$ cat src/common/nfh_pkg.sv
// package for the nor flash host controller
package nfh_pkg;

  localparam int ADDR_W = 24;
  localparam int DATA_W = 16;

  // word-mode command offsets
  localparam logic [ADDR_W-1:0] WORD_UNLOCK1 = 24'h000555;
  localparam logic [ADDR_W-1:0] WORD_UNLOCK2 = 24'h0002aa;
  // byte-mode command offsets
  localparam logic [ADDR_W-1:0] BYTE_UNLOCK1 = 24'h000aaa;
  localparam logic [ADDR_W-1:0] BYTE_UNLOCK2 = 24'h000555;

  localparam logic [DATA_W-1:0] CMD_UNLOCK1   = 16'h00aa;
  localparam logic [DATA_W-1:0] CMD_UNLOCK2   = 16'h0055;
  localparam logic [DATA_W-1:0] CMD_ID_ENTRY  = 16'h0090;
  localparam logic [DATA_W-1:0] CMD_PROGRAM   = 16'h00a0;
  localparam logic [DATA_W-1:0] CMD_RESET     = 16'h00f0;

  // identification read offsets
  localparam logic [ADDR_W-1:0] ID_MAKER      = 24'h000000;
  localparam logic [ADDR_W-1:0] ID_DEV1       = 24'h000001;
  localparam logic [ADDR_W-1:0] ID_SECURE     = 24'h000003;
  localparam logic [ADDR_W-1:0] ID_DEV2       = 24'h00000e;
  localparam logic [ADDR_W-1:0] ID_DEV3       = 24'h00000f;
  localparam logic [ADDR_W-1:0] ID_SECT_LOCK  = 24'h000002;

  localparam int  DATA_BIT_SEVEN = 7;
  localparam int  TOGGLE_BIT     = 6;
  localparam int  TIMEOUT_BIT    = 5;

  // strobe phase timing, ns at 100 ns clock
  localparam int CLK_NS       = 100;
  localparam int PHASE_NS     = 100;
  localparam int PHASE_CYC    = (PHASE_NS + CLK_NS - 1) / CLK_NS;
  localparam int PHASE_CYC_1  = (PHASE_CYC < 1) ? 1 : PHASE_CYC;

  typedef enum logic [2:0]
  {
    OP_READ,
    OP_ID_ENTER,
    OP_ID_EXIT,
    OP_PROGRAM,
    OP_RESET_CMD
  } nfh_op_e;

  typedef struct packed
  {
    nfh_op_e             op;
    logic [ADDR_W-1:0]   addr;
    logic [DATA_W-1:0]   data;
  } nfh_req_s;

  typedef struct packed
  {
    logic                ce_n;
    logic                we_n;
    logic                oe_n;
    logic [ADDR_W-1:0]   addr;
    logic [DATA_W-1:0]   dq_out;
    logic                dq_oe;
  } nfh_pins_s;

  typedef struct packed
  {
    logic                done;
    logic                fail;
    logic [DATA_W-1:0]   rdata;
  } nfh_rsp_s;

endpackage

$ cat src/rtl/nfh_bus_cycle.sv
// one asynchronous-strobe bus cycle, read or write, on the flash pins
`timescale 1ns/1ps
module nfh_bus_cycle #(
  parameter int PHASE = nfh_pkg::PHASE_CYC_1
)(
  input  wire logic                        i_core_clk,
  input  wire logic                        i_rst,
  input  wire logic                        i_ce,
  input  wire logic                        i_start,
  input  wire logic                        i_write,
  input  wire logic [nfh_pkg::ADDR_W-1:0]  i_addr,
  input  wire logic [nfh_pkg::DATA_W-1:0]  i_wdata,
  input  wire logic [nfh_pkg::DATA_W-1:0]  i_dq,
  output nfh_pkg::nfh_pins_s               o_pins,
  output logic [nfh_pkg::DATA_W-1:0]       o_rdata,
  output logic                             o_busy,
  output logic                             o_done
);

  initial
  begin
    if (PHASE < 1 || PHASE > 255)
      $error("phase count out of range");
  end

  typedef enum logic [1:0] {BC_IDLE, BC_SETUP, BC_STROBE, BC_HOLD} nfh_bc_e;

  typedef struct packed
  {
    nfh_bc_e                    st;
    logic [7:0]                 cnt;
    nfh_pkg::nfh_pins_s         pins;
    logic [nfh_pkg::DATA_W-1:0] rdata;
    logic                       done;
  } nfh_bc_s;

  localparam logic [7:0] PHASE_LAST = 8'(PHASE - 1);

  nfh_bc_s r;
  nfh_bc_s next_r;

  always_comb
  begin
    next_r = r;
    next_r.done = 1'b0;
    unique case (r.st)
      BC_IDLE:
      begin
        if (i_start)
        begin
          // address and oe set up before strobes fall
          next_r.pins.addr = i_addr;
          next_r.pins.dq_out = i_wdata;
          next_r.pins.dq_oe = i_write;
          next_r.pins.oe_n = 1'b1;
          next_r.cnt = 8'h00;
          next_r.st = BC_SETUP;
        end
      end
      BC_SETUP:
      begin
        next_r.pins.ce_n = 1'b0;
        next_r.pins.we_n = !r.pins.dq_oe;
        next_r.pins.oe_n = r.pins.dq_oe;
        next_r.st = BC_STROBE;
      end
      BC_STROBE:
      begin
        if (r.cnt == PHASE_LAST)
        begin
          next_r.rdata = r.pins.dq_oe ? r.rdata : i_dq;
          next_r.pins.ce_n = 1'b1;
          next_r.pins.we_n = 1'b1;
          next_r.pins.oe_n = 1'b1;
          next_r.cnt = 8'h00;
          next_r.st = BC_HOLD;
        end
        else
          next_r.cnt = r.cnt + 8'h01;
      end
      BC_HOLD:
      begin
        // data held past the rising strobe edge
        next_r.pins.dq_oe = 1'b0;
        next_r.done = 1'b1;
        next_r.st = BC_IDLE;
      end
    endcase
  end

  always_ff @(posedge i_core_clk)
  begin
    if (i_rst)
    begin
      r <= '0;
      r.st <= BC_IDLE;
      r.pins.ce_n <= 1'b1;
      r.pins.we_n <= 1'b1;
      r.pins.oe_n <= 1'b1;
    end
    else if (i_ce)
      r <= next_r;
  end

  assign o_pins  = r.pins;
  assign o_rdata = r.rdata;
  assign o_busy  = (r.st != BC_IDLE);
  assign o_done  = r.done;

endmodule

$ cat src/rtl/nfh_host.sv
// host controller driving a parallel nor flash command interface
`timescale 1ns/1ps
//////////////////////////////////////////////////////////////////////////////
// Overview of operation
// - id entry is aa at 555, 55 at 2aa, 90 at 555.
// - one f0 write at any address leaves id mode.
// - each write holds ce and we low, oe high.
// - program is aa 555, 55 2aa, a0 555, then data at target.
// - hardware reset aborts program; host repeats whole sequence. here reset only returns the host to idle; the requester reissues.
// - host polls until not busy; on timeout error writes reset.
// - host leaves id mode with the reset command.
// - host never issues id entry while programming.
//////////////////////////////////////////////////////////////////////////////
module nfh_host #(
  parameter int POLL_MAX = 4096
)(
  input  wire logic                        i_core_clk,
  input  wire logic                        i_rst,
  input  wire logic                        i_ce,
  input  wire logic                        i_byte_mode,
  input  wire logic                        i_req_valid,
  input  nfh_pkg::nfh_req_s                i_req,
  output logic                             o_req_ready,
  output nfh_pkg::nfh_rsp_s                o_rsp,
  output nfh_pkg::nfh_pins_s               o_pins,
  input  wire logic [nfh_pkg::DATA_W-1:0]  i_dq
);

  initial
  begin
    if (POLL_MAX < 1 || POLL_MAX > 65535)
      $error("poll limit out of range");
  end

  typedef enum logic [3:0]
  {
    HS_IDLE, HS_SEQ, HS_POLL_A, HS_POLL_B, HS_RECOVER, HS_RESP
  } nfh_hs_e;

  typedef struct packed
  {
    nfh_hs_e                    st;
    nfh_pkg::nfh_req_s          req;
    logic [2:0]                 step;
    logic [15:0]                polls;
    logic [nfh_pkg::DATA_W-1:0] last;
    logic                       fail;
    nfh_pkg::nfh_rsp_s          rsp;
  } nfh_host_s;

  localparam logic [15:0] POLL_LAST = 16'(POLL_MAX - 1);

  nfh_host_s                    r;
  nfh_host_s                    next_r;
  logic                         bc_start;
  logic                         bc_write;
  logic [nfh_pkg::ADDR_W-1:0]   bc_addr;
  logic [nfh_pkg::DATA_W-1:0]   bc_wdata;
  logic [nfh_pkg::DATA_W-1:0]   bc_rdata;
  logic                         bc_busy;
  logic                         bc_done;
  logic [nfh_pkg::ADDR_W-1:0]   ul1;
  logic [nfh_pkg::ADDR_W-1:0]   ul2;
  logic [2:0]                   seq_len;

  nfh_bus_cycle nfh_bus_cycle_i (
    .i_core_clk (i_core_clk),
    .i_rst      (i_rst),
    .i_ce       (i_ce),
    .i_start    (bc_start),
    .i_write    (bc_write),
    .i_addr     (bc_addr),
    .i_wdata    (bc_wdata),
    .i_dq       (i_dq),
    .o_pins     (o_pins),
    .o_rdata    (bc_rdata),
    .o_busy     (bc_busy),
    .o_done     (bc_done)
  );

  //////////////////////////////////////////////////////////////////////////
  // command step table

  always_comb
  begin
    ul1 = i_byte_mode ? nfh_pkg::BYTE_UNLOCK1 : nfh_pkg::WORD_UNLOCK1;
    ul2 = i_byte_mode ? nfh_pkg::BYTE_UNLOCK2 : nfh_pkg::WORD_UNLOCK2;
    bc_write = 1'b1;
    bc_addr  = r.req.addr;
    bc_wdata = r.req.data;
    seq_len  = 3'd1;
    unique case (r.req.op)
      nfh_pkg::OP_READ:
      begin
        bc_write = 1'b0;
      end
      nfh_pkg::OP_ID_EXIT, nfh_pkg::OP_RESET_CMD:
      begin
        bc_wdata = nfh_pkg::CMD_RESET;
      end
      nfh_pkg::OP_ID_ENTER, nfh_pkg::OP_PROGRAM:
      begin
        seq_len = (r.req.op == nfh_pkg::OP_PROGRAM) ? 3'd4 : 3'd3;
        unique case (r.step)
          3'd0:
          begin
            bc_addr  = ul1;
            bc_wdata = nfh_pkg::CMD_UNLOCK1;
          end
          3'd1:
          begin
            bc_addr  = ul2;
            bc_wdata = nfh_pkg::CMD_UNLOCK2;
          end
          3'd2:
          begin
            bc_addr  = ul1;
            bc_wdata = (r.req.op == nfh_pkg::OP_PROGRAM) ?
                       nfh_pkg::CMD_PROGRAM : nfh_pkg::CMD_ID_ENTRY;
          end
          default:
          begin
            bc_addr  = r.req.addr;
            bc_wdata = r.req.data;
          end
        endcase
      end
      default:
      begin
        bc_write = 1'b0;
      end
    endcase
    // status polls are reads at the target, never writes
    if (r.st == HS_POLL_A || r.st == HS_POLL_B)
      bc_write = 1'b0;
  end

  //////////////////////////////////////////////////////////////////////////
  // sequencer

  assign o_req_ready = (r.st == HS_IDLE);

  always_comb
  begin
    next_r = r;
    next_r.rsp.done = 1'b0;
    bc_start = 1'b0;
    unique case (r.st)
      HS_IDLE:
      begin
        if (i_req_valid)
        begin
          next_r.req   = i_req;
          next_r.step  = 3'd0;
          next_r.polls = 16'h0000;
          next_r.fail  = 1'b0;
          next_r.st    = HS_SEQ;
        end
      end
      HS_SEQ:
      begin
        bc_start = !bc_busy && !bc_done;
        if (bc_done)
        begin
          if (r.req.op == nfh_pkg::OP_READ)
          begin
            next_r.rsp.rdata = i_byte_mode ? {8'h00, bc_rdata[7:0]} : bc_rdata;
            next_r.st = HS_RESP;
          end
          else if (r.step + 3'd1 == seq_len)
          begin
            if (r.req.op == nfh_pkg::OP_PROGRAM)
              next_r.st = HS_POLL_A;
            else
              next_r.st = HS_RESP;
          end
          else
            next_r.step = r.step + 3'd1;
        end
      end
      HS_POLL_A:
      begin
        // toggle polling: two reads compared on bit six
        bc_start = !bc_busy && !bc_done;
        if (bc_done)
        begin
          next_r.last = bc_rdata;
          next_r.st = HS_POLL_B;
        end
      end
      HS_POLL_B:
      begin
        bc_start = !bc_busy && !bc_done;
        if (bc_done)
        begin
          next_r.last = bc_rdata;
          if (bc_rdata[nfh_pkg::TOGGLE_BIT] == r.last[nfh_pkg::TOGGLE_BIT])
          begin
            next_r.rsp.rdata = bc_rdata;
            next_r.st = HS_RESP;
          end
          else if (r.last[nfh_pkg::TIMEOUT_BIT] || r.polls == POLL_LAST)
          begin
            next_r.fail = 1'b1;
            next_r.req.op = nfh_pkg::OP_RESET_CMD;
            next_r.st = HS_RECOVER;
          end
          else
            next_r.polls = r.polls + 16'h0001;
        end
      end
      HS_RECOVER:
      begin
        bc_start = !bc_busy && !bc_done;
        if (bc_done)
          next_r.st = HS_RESP;
      end
      HS_RESP:
      begin
        next_r.rsp.done = 1'b1;
        next_r.rsp.fail = r.fail;
        next_r.st = HS_IDLE;
      end
      default:
      begin
        next_r.st = HS_IDLE;
      end
    endcase
  end

  always_ff @(posedge i_core_clk)
  begin
    if (i_rst)
    begin
      r <= '0;
      r.st <= HS_IDLE;
    end
    else if (i_ce)
      r <= next_r;
  end

  assign o_rsp = r.rsp;

endmodule

$ cat config.mk
export PLATFORM = sky130hd
export DESIGN_NAME = nfh_host
export DESIGN_NICKNAME = d
export VERILOG_FILES = /design/src/common/nfh_pkg.sv /design/src/rtl/nfh_bus_cycle.sv /design/src/rtl/nfh_host.sv
export SDC_FILE = /design/constraint.sdc
export NUM_CORES = 1
export LEC_CHECK = 0
export ABC_AREA = 0
export BUFFER_PORTS_ARGS = -buffer_cell sky130_fd_sc_hd__buf_2
export CORE_UTILIZATION = 55
export DETAILED_ROUTE_END_ITERATION = 7
export GPL_TIMING_DRIVEN = 0
export PLACE_DENSITY = 0.79
export SLEW_MARGIN = 20
export SYNTH_ARGS = -nofsm -noshare
export SYNTH_HDL_FRONTEND = slang
export SYNTH_SLANG_ARGS = --single-unit
$ cat constraint.sdc
create_clock -name i_core_clk -period 3.4 [get_ports i_core_clk]
set_clock_uncertainty 0.05 [all_clocks]
set_input_delay 0 -clock i_core_clk [delete_from_list [all_inputs] [get_ports i_core_clk]]
set_output_delay 0 -clock i_core_clk [all_outputs]
set_load 0.01 [all_outputs]
## Yosys cells after proc, flatten, opt, wreduce, memory -nomap -nowiden

Cells that the tools add are included.

- Output and inout bits: 63
- Flip-flop bits (word level): 163
- Input bits: 64
- Word-level logic and storage cells: 155

- $add $sub $neg: 3
- Equal/unequal tests: 33
- Muxes and demuxes: 57
- Reduce and logical (&&, ||, !) cells: 40
- Bitwise logic cells: 1

Operator list:

| cell | count |
|---|---|
| $mux 16 | 7 |
| $pmux 16 s2 | 3 |
| $mux 66 | 1 |
| $pmux 16 s3 | 1 |
| $pmux 24 s2 | 1 |
| $mux 42 | 1 |
| $mux 33 | 1 |
| $mux 24 | 1 |
| $mux 3 | 8 |
| $mux 4 | 6 |
| $reduce_and 6->1 | 4 |
| $mux 7 | 3 |
| $pmux 4 s5 | 1 |
| $reduce_and 3->1 | 6 |
| $add 16x1->16 const B | 1 |
| $eq 16x12->1 const B | 1 |
| $pmux 8 s2 | 1 |
| $reduce_bool 2->1 | 8 |
| $ne 2x1->1 const B | 7 |
| $ne 2x2->1 const B | 7 |
| $pmux 7 s2 | 1 |
| $mux 12 | 1 |
| $pmux 3 s2 | 2 |
| $reduce_and 4->1 | 3 |
| 37 further kinds | 58 |

## Longest topological paths before layout

- Word-level depth: 8
- Mapped depth: 9
- Mapped depth without buffers: 7

## Hierarchy

From an unflattened synthesis, not the netlist that was laid out.

- Cell total of the unflattened synthesis: 907
- Area total of the unflattened synthesis: 7460.9 µm²

Modules (own cells, without submodules):

| module | area each (µm²) | sequential area each (µm²) | times used | cells each |
|---|---|---|---|---|
| nfh_host | 4264.1 | 1721.7 | 1 | 528 |
| nfh_bus_cycle | 3196.8 | 1421.4 | 1 | 379 |

## Worst setup path before layout

OpenSTA, ideal clock, no wires.

- Kind: register to register
- Start point: reg r[51] in the netlist's numbering
- End point: reg r[99] in the netlist's numbering
- Library setup time: 0.096 ns
- Buffers on the path: 0
- Stages on the path, launching flop included: 8
- Period minus slack after synthesis: 2.377 ns
- Slack: 1.023 ns
- Data arrival time: 2.231 ns
- Cell sequence: dfxtp_1 inv_1 ha_1 o21a_1 a2111oi_0 nor2b_1 or4_1 o41ai_2

- Cells in the longest elaborated chain, start to end: 4

Ends and longest elaborated chain:

| element | line | source |
|---|---|---|
| from (decl) | nfh_host.sv:53 | `nfh_host_s r;` |
| from (signal assigned) | nfh_host.sv:239 | `r <= next_r;` |
| $add 3x1->3 | nfh_host.sv:170 | `else if (r.step + 3'd1 == seq_len)` |
| $eq 3x3->1 | nfh_host.sv:170 |  |
| $ne 3x3->1 (no source line) | n/a |  |
| $reduce_and 8->1 (no source line) | n/a |  |

Every way passes these cells.
A chain may end at the register's enable or synchronous reset.

## Worst setup path after layout

Same ends and word-level chain as after synthesis.

==> summary.md <==
| Metric | Value |
|---|---|
| Peak Freq | `approximately 0.36 GHz` |
| WP data required | `3.68 ns` |
| Hold buffers post-CTS | `62` |
| IO Count | `~130` |
| Vias per cell | `approximately 5.5` |
| Final #Nets | `between 1,000 and 1,500` |
| Crit end category | `flip-flop` |
| Final period utilization | `0.827` |
| Post-layout util | `0.735` |
| Commonest cells post-synth | `dfxtp_1 (157), nand2_1 (156), a21oi_1 (92)` |
| Vias | `6,857` |
| Worst skew pair latency | `between 0.4 and 0.5 ns` |
| WHS Path Cells | `4` |
| FP Rows | `41` |
| RSZ-0062 raised after global routing | `no` |
| Number of synthesized flops with an enable pin | `0` |
| First-pass GRT wire length | `31,300 um` |
| Clk root buf | `clkbuf_16` |
| Final setup margin | `0.588 ns` |
| Worst r2r path cells | `7` |
| Worst setup SP type | `flip-flop` |
| Post-synth ARST share | `0` |
| Top delay family on crit path | `compound AO/OA/AOI/OAI gates` |
| Worst path cell trace | `inv_1, ha_1, o21a_1, a2111oi_0, nor2b_1, or4_1, o41ai_2` |
| HPWL after DPL | `~13,000 um` |
| Die W | `117 um` |
| Share of cells above drive strength 1 | `0.229` |
| CP peak stage delay | `approximately 0.58 ns` |
| Register area share after synthesis | `0.435` |
| Max VDD drop | `roughly 400 uV` |
| WL per Instance | `15.7 um` |
| Worst-path clk slew | `about 0.06 ns` |
| Buf+Inv Stages, Crit Path | `1` |
| Flip-flop and latch count after synthesis | `approximately 160` |
| Mapped cell area | `~0.0072 mm^2` |
| Max Root-Sink Buffers | `2` |
| Num CTS Buffers | `17` |
| Area delta synth->final | `29.4%` |
| Vias in the first global route | `6,536` |
| Synth top area share | `0.435` |
| Netlist cell types | `a little under 70` |
| Slew Viols, Final | `0` |
| Initial core utilization | `0.568` |
| Synthesis Warnings | `0` |
| Fillers | `between 900 and 1,000` |
| Status | `complete, no violations` |
| Total die area | `0.0136 mm^2` |
| Pwr Density | `approximately 490 mW/mm^2` |
| Hold WC Path Type | `in -> reg` |
| Count of buffers from port buffering | `roughly 120` |
| Setup violations, final | `0` |
| Iteration-0 DRC Markers | `465` |
| Leakage power | `slightly below 4 nW` |
| Max cap viols | `0` |
| Hold Fails Final Rpt | `0` |
| Actual slew at the worst max-slew pin | `about 1.1 ns` |
| PostCTS Resize Cnt | `0` |
| Relative slew slack | `0.260` |
| CTS tree | `yes` |
| Most common cell in the netlist | `dfxtp_1` |
| Setup TNS | `0 ns` |
| Number of H-tree levels | `4` |
| Ant. Diodes | `0` |
| Postcts setup bufs | `0` |
| WP depth | `7` |
| Critical path class | `reg -> reg` |
| Critical Path Fanout Max | `7` |
| Top area cells in the synthesized netlist | `dfxtp_1 (43%), nand2_1 (8.1%), buf_4 (6.5%)` |
| Total gr overflow | `0` |
| Dpl ws | `slightly below 0.7 ns` |
| CP arrival | `approximately 3 ns` |
| Final GP Congestion | `about 0.87` |
| Yosys top cell by area | `dfxtp_1` |
| Drc violations | `0` |
| Synthesized area per cell | `8.44 um^2` |
| Top FF cell, synth | `dfxtp_1` |
| Final Critical Period | `around 2.8 ns` |
| Total GRT Usage | `0.298` |
| Core region area | `around 0.013 mm^2` |
| CTS sink cnt | `between 150 and 200` |
| Remaining antenna violation count after routing | `0` |
| Drt total wl | `between 15,000 and 20,000 um` |
| Initial DRT Pass Iterations | `6` |
| Syn nets | `approximately 930` |
| Die Y | `approximately 120 um` |
| Gate Count Post-Synth | `between 800 and 900` |
| Slowest cell on the critical path | `or4_1` |
| Largest net degree at the start of global routing | `17` |
| Initial antenna violation count | `0` |
state kept, by name (all words and copies together) (netlist names):
register and flops:
nfh_bus_cycle_i.o_done 1, r 68, nfh_bus_cycle_i.o_rdata 16, nfh_bus_cycle_i.o_pins 44
o_rsp 18, nfh_bus_cycle_i.r 10
worst register-to-register path: stages, from the launching register on:
cell	delay (ns)
dfxtp_1	0.46
inv_1	0.19
ha_1	0.38
o21a_1	0.12
a2111oi_0	0.50
nor2b_1	0.20
or4_1	0.58
o41ai_2	0.23
power by group:
part           total [mW]  internal [mW]  switching (mW)
clock                2.17           1.41           0.760
sequential           1.93           1.89          0.0344
combinational       0.470          0.209           0.262
total                4.57           3.52            1.06
final cells by class:
type | instances | area (um^2) | area share
Tap cell | 172 | 215 | 0.0230
Multi-Input combinational cell | 568 | 3300 | 0.353
Clock buffer | 21 | 460 | 0.0492
Buffer | 116 | 723 | 0.0773
Timing Repair Buffer | 186 | 1240 | 0.133
Clock inverter | 10 | 210 | 0.0225
Inverter | 16 | 60.1 | 0.00642
Sequential cell | 157 | 3140 | 0.336
kinds of logic after synthesis:
logic type	share of synthesized area
and+or+nand+nor	0.217
adders and majority gates	0.0225
DFF	0.435
buffers and inverters	0.108
muxes	0.0363
xor gates and xnor gates	0.0156
AOI/OAI and AO/OA	0.165
worst paths after layout:
check	from	to	slack, ns
min	i_ce	nfh_bus_cycle_i.r[61]$_SDFFE_PP0P_	0.1
max	r[51]$_SDFFE_PP0P_	r[99]$_SDFFE_PP0P_	0.59
max reg2reg	r[51]$_SDFFE_PP0P_	r[99]$_SDFFE_PP0P_	0.59
min reg2reg	r[54]$_SDFFE_PP0P_	r[54]$_SDFFE_PP0P_	0.41
cell usage in the layout (no fill, tap or decap), types with 3 or more instances in the layout:
master and count:
dfxtp_1 157, nand2_1 156, buf_2 128, a21oi_1 92
nor2_1 69, buf_4 63, dlygate4sd3_1 62, clkbuf_1 43
nand3_1 30, mux2i_1 24, a211oi_1 19, clkbuf_16 17
inv_1 16, ha_1 13, o21ai_0 11, nand4_1 10
xnor2_1 10, o211ai_1 9, or4_1 9, a22o_1 8
or3_1 7, nand2b_1 7, o311ai_0 7, bufinv_16 6
nand4b_1 5, a21o_1 5, and2_1 5, nand3b_1 5
o31a_1 4, a31oi_1 4, buf_6 4, o21ai_1 4
nor3b_1 4, a32oi_1 3, clkbuf_8 3, nor3_1 3
o31ai_1 3
routing by layer:
layer / track usage / vias up / wire length, um
met5: 0 / - / 0
met4: 0.121 / 0 / 481
met3: 0.0576 / 49 / 1110
met2: 0.501 / 262 / 9390
met1: 0.374 / 3225 / 8600
li1: - / 3321 / -
through the flow:
stage / instances / cell area, um^2 / power [mW] / hold slack (ns)
2_1_floorplan: 857 / 7230 / 2.23 / 0.0860
5_1_grt: 1246 / 9360 / 4.71 / 0.134
4_1_cts: 1246 / 9360 / 4.57 / 0.0839
3_3_place_gp: 1153 / 8070 / 2.36 / 0.178
6_report: 1246 / 9360 / 4.57 / 0.0988
3_5_place_dp: 1153 / 8070 / 2.37 / 0.192
Note: power is estimated with default switching activity, not from simulation.
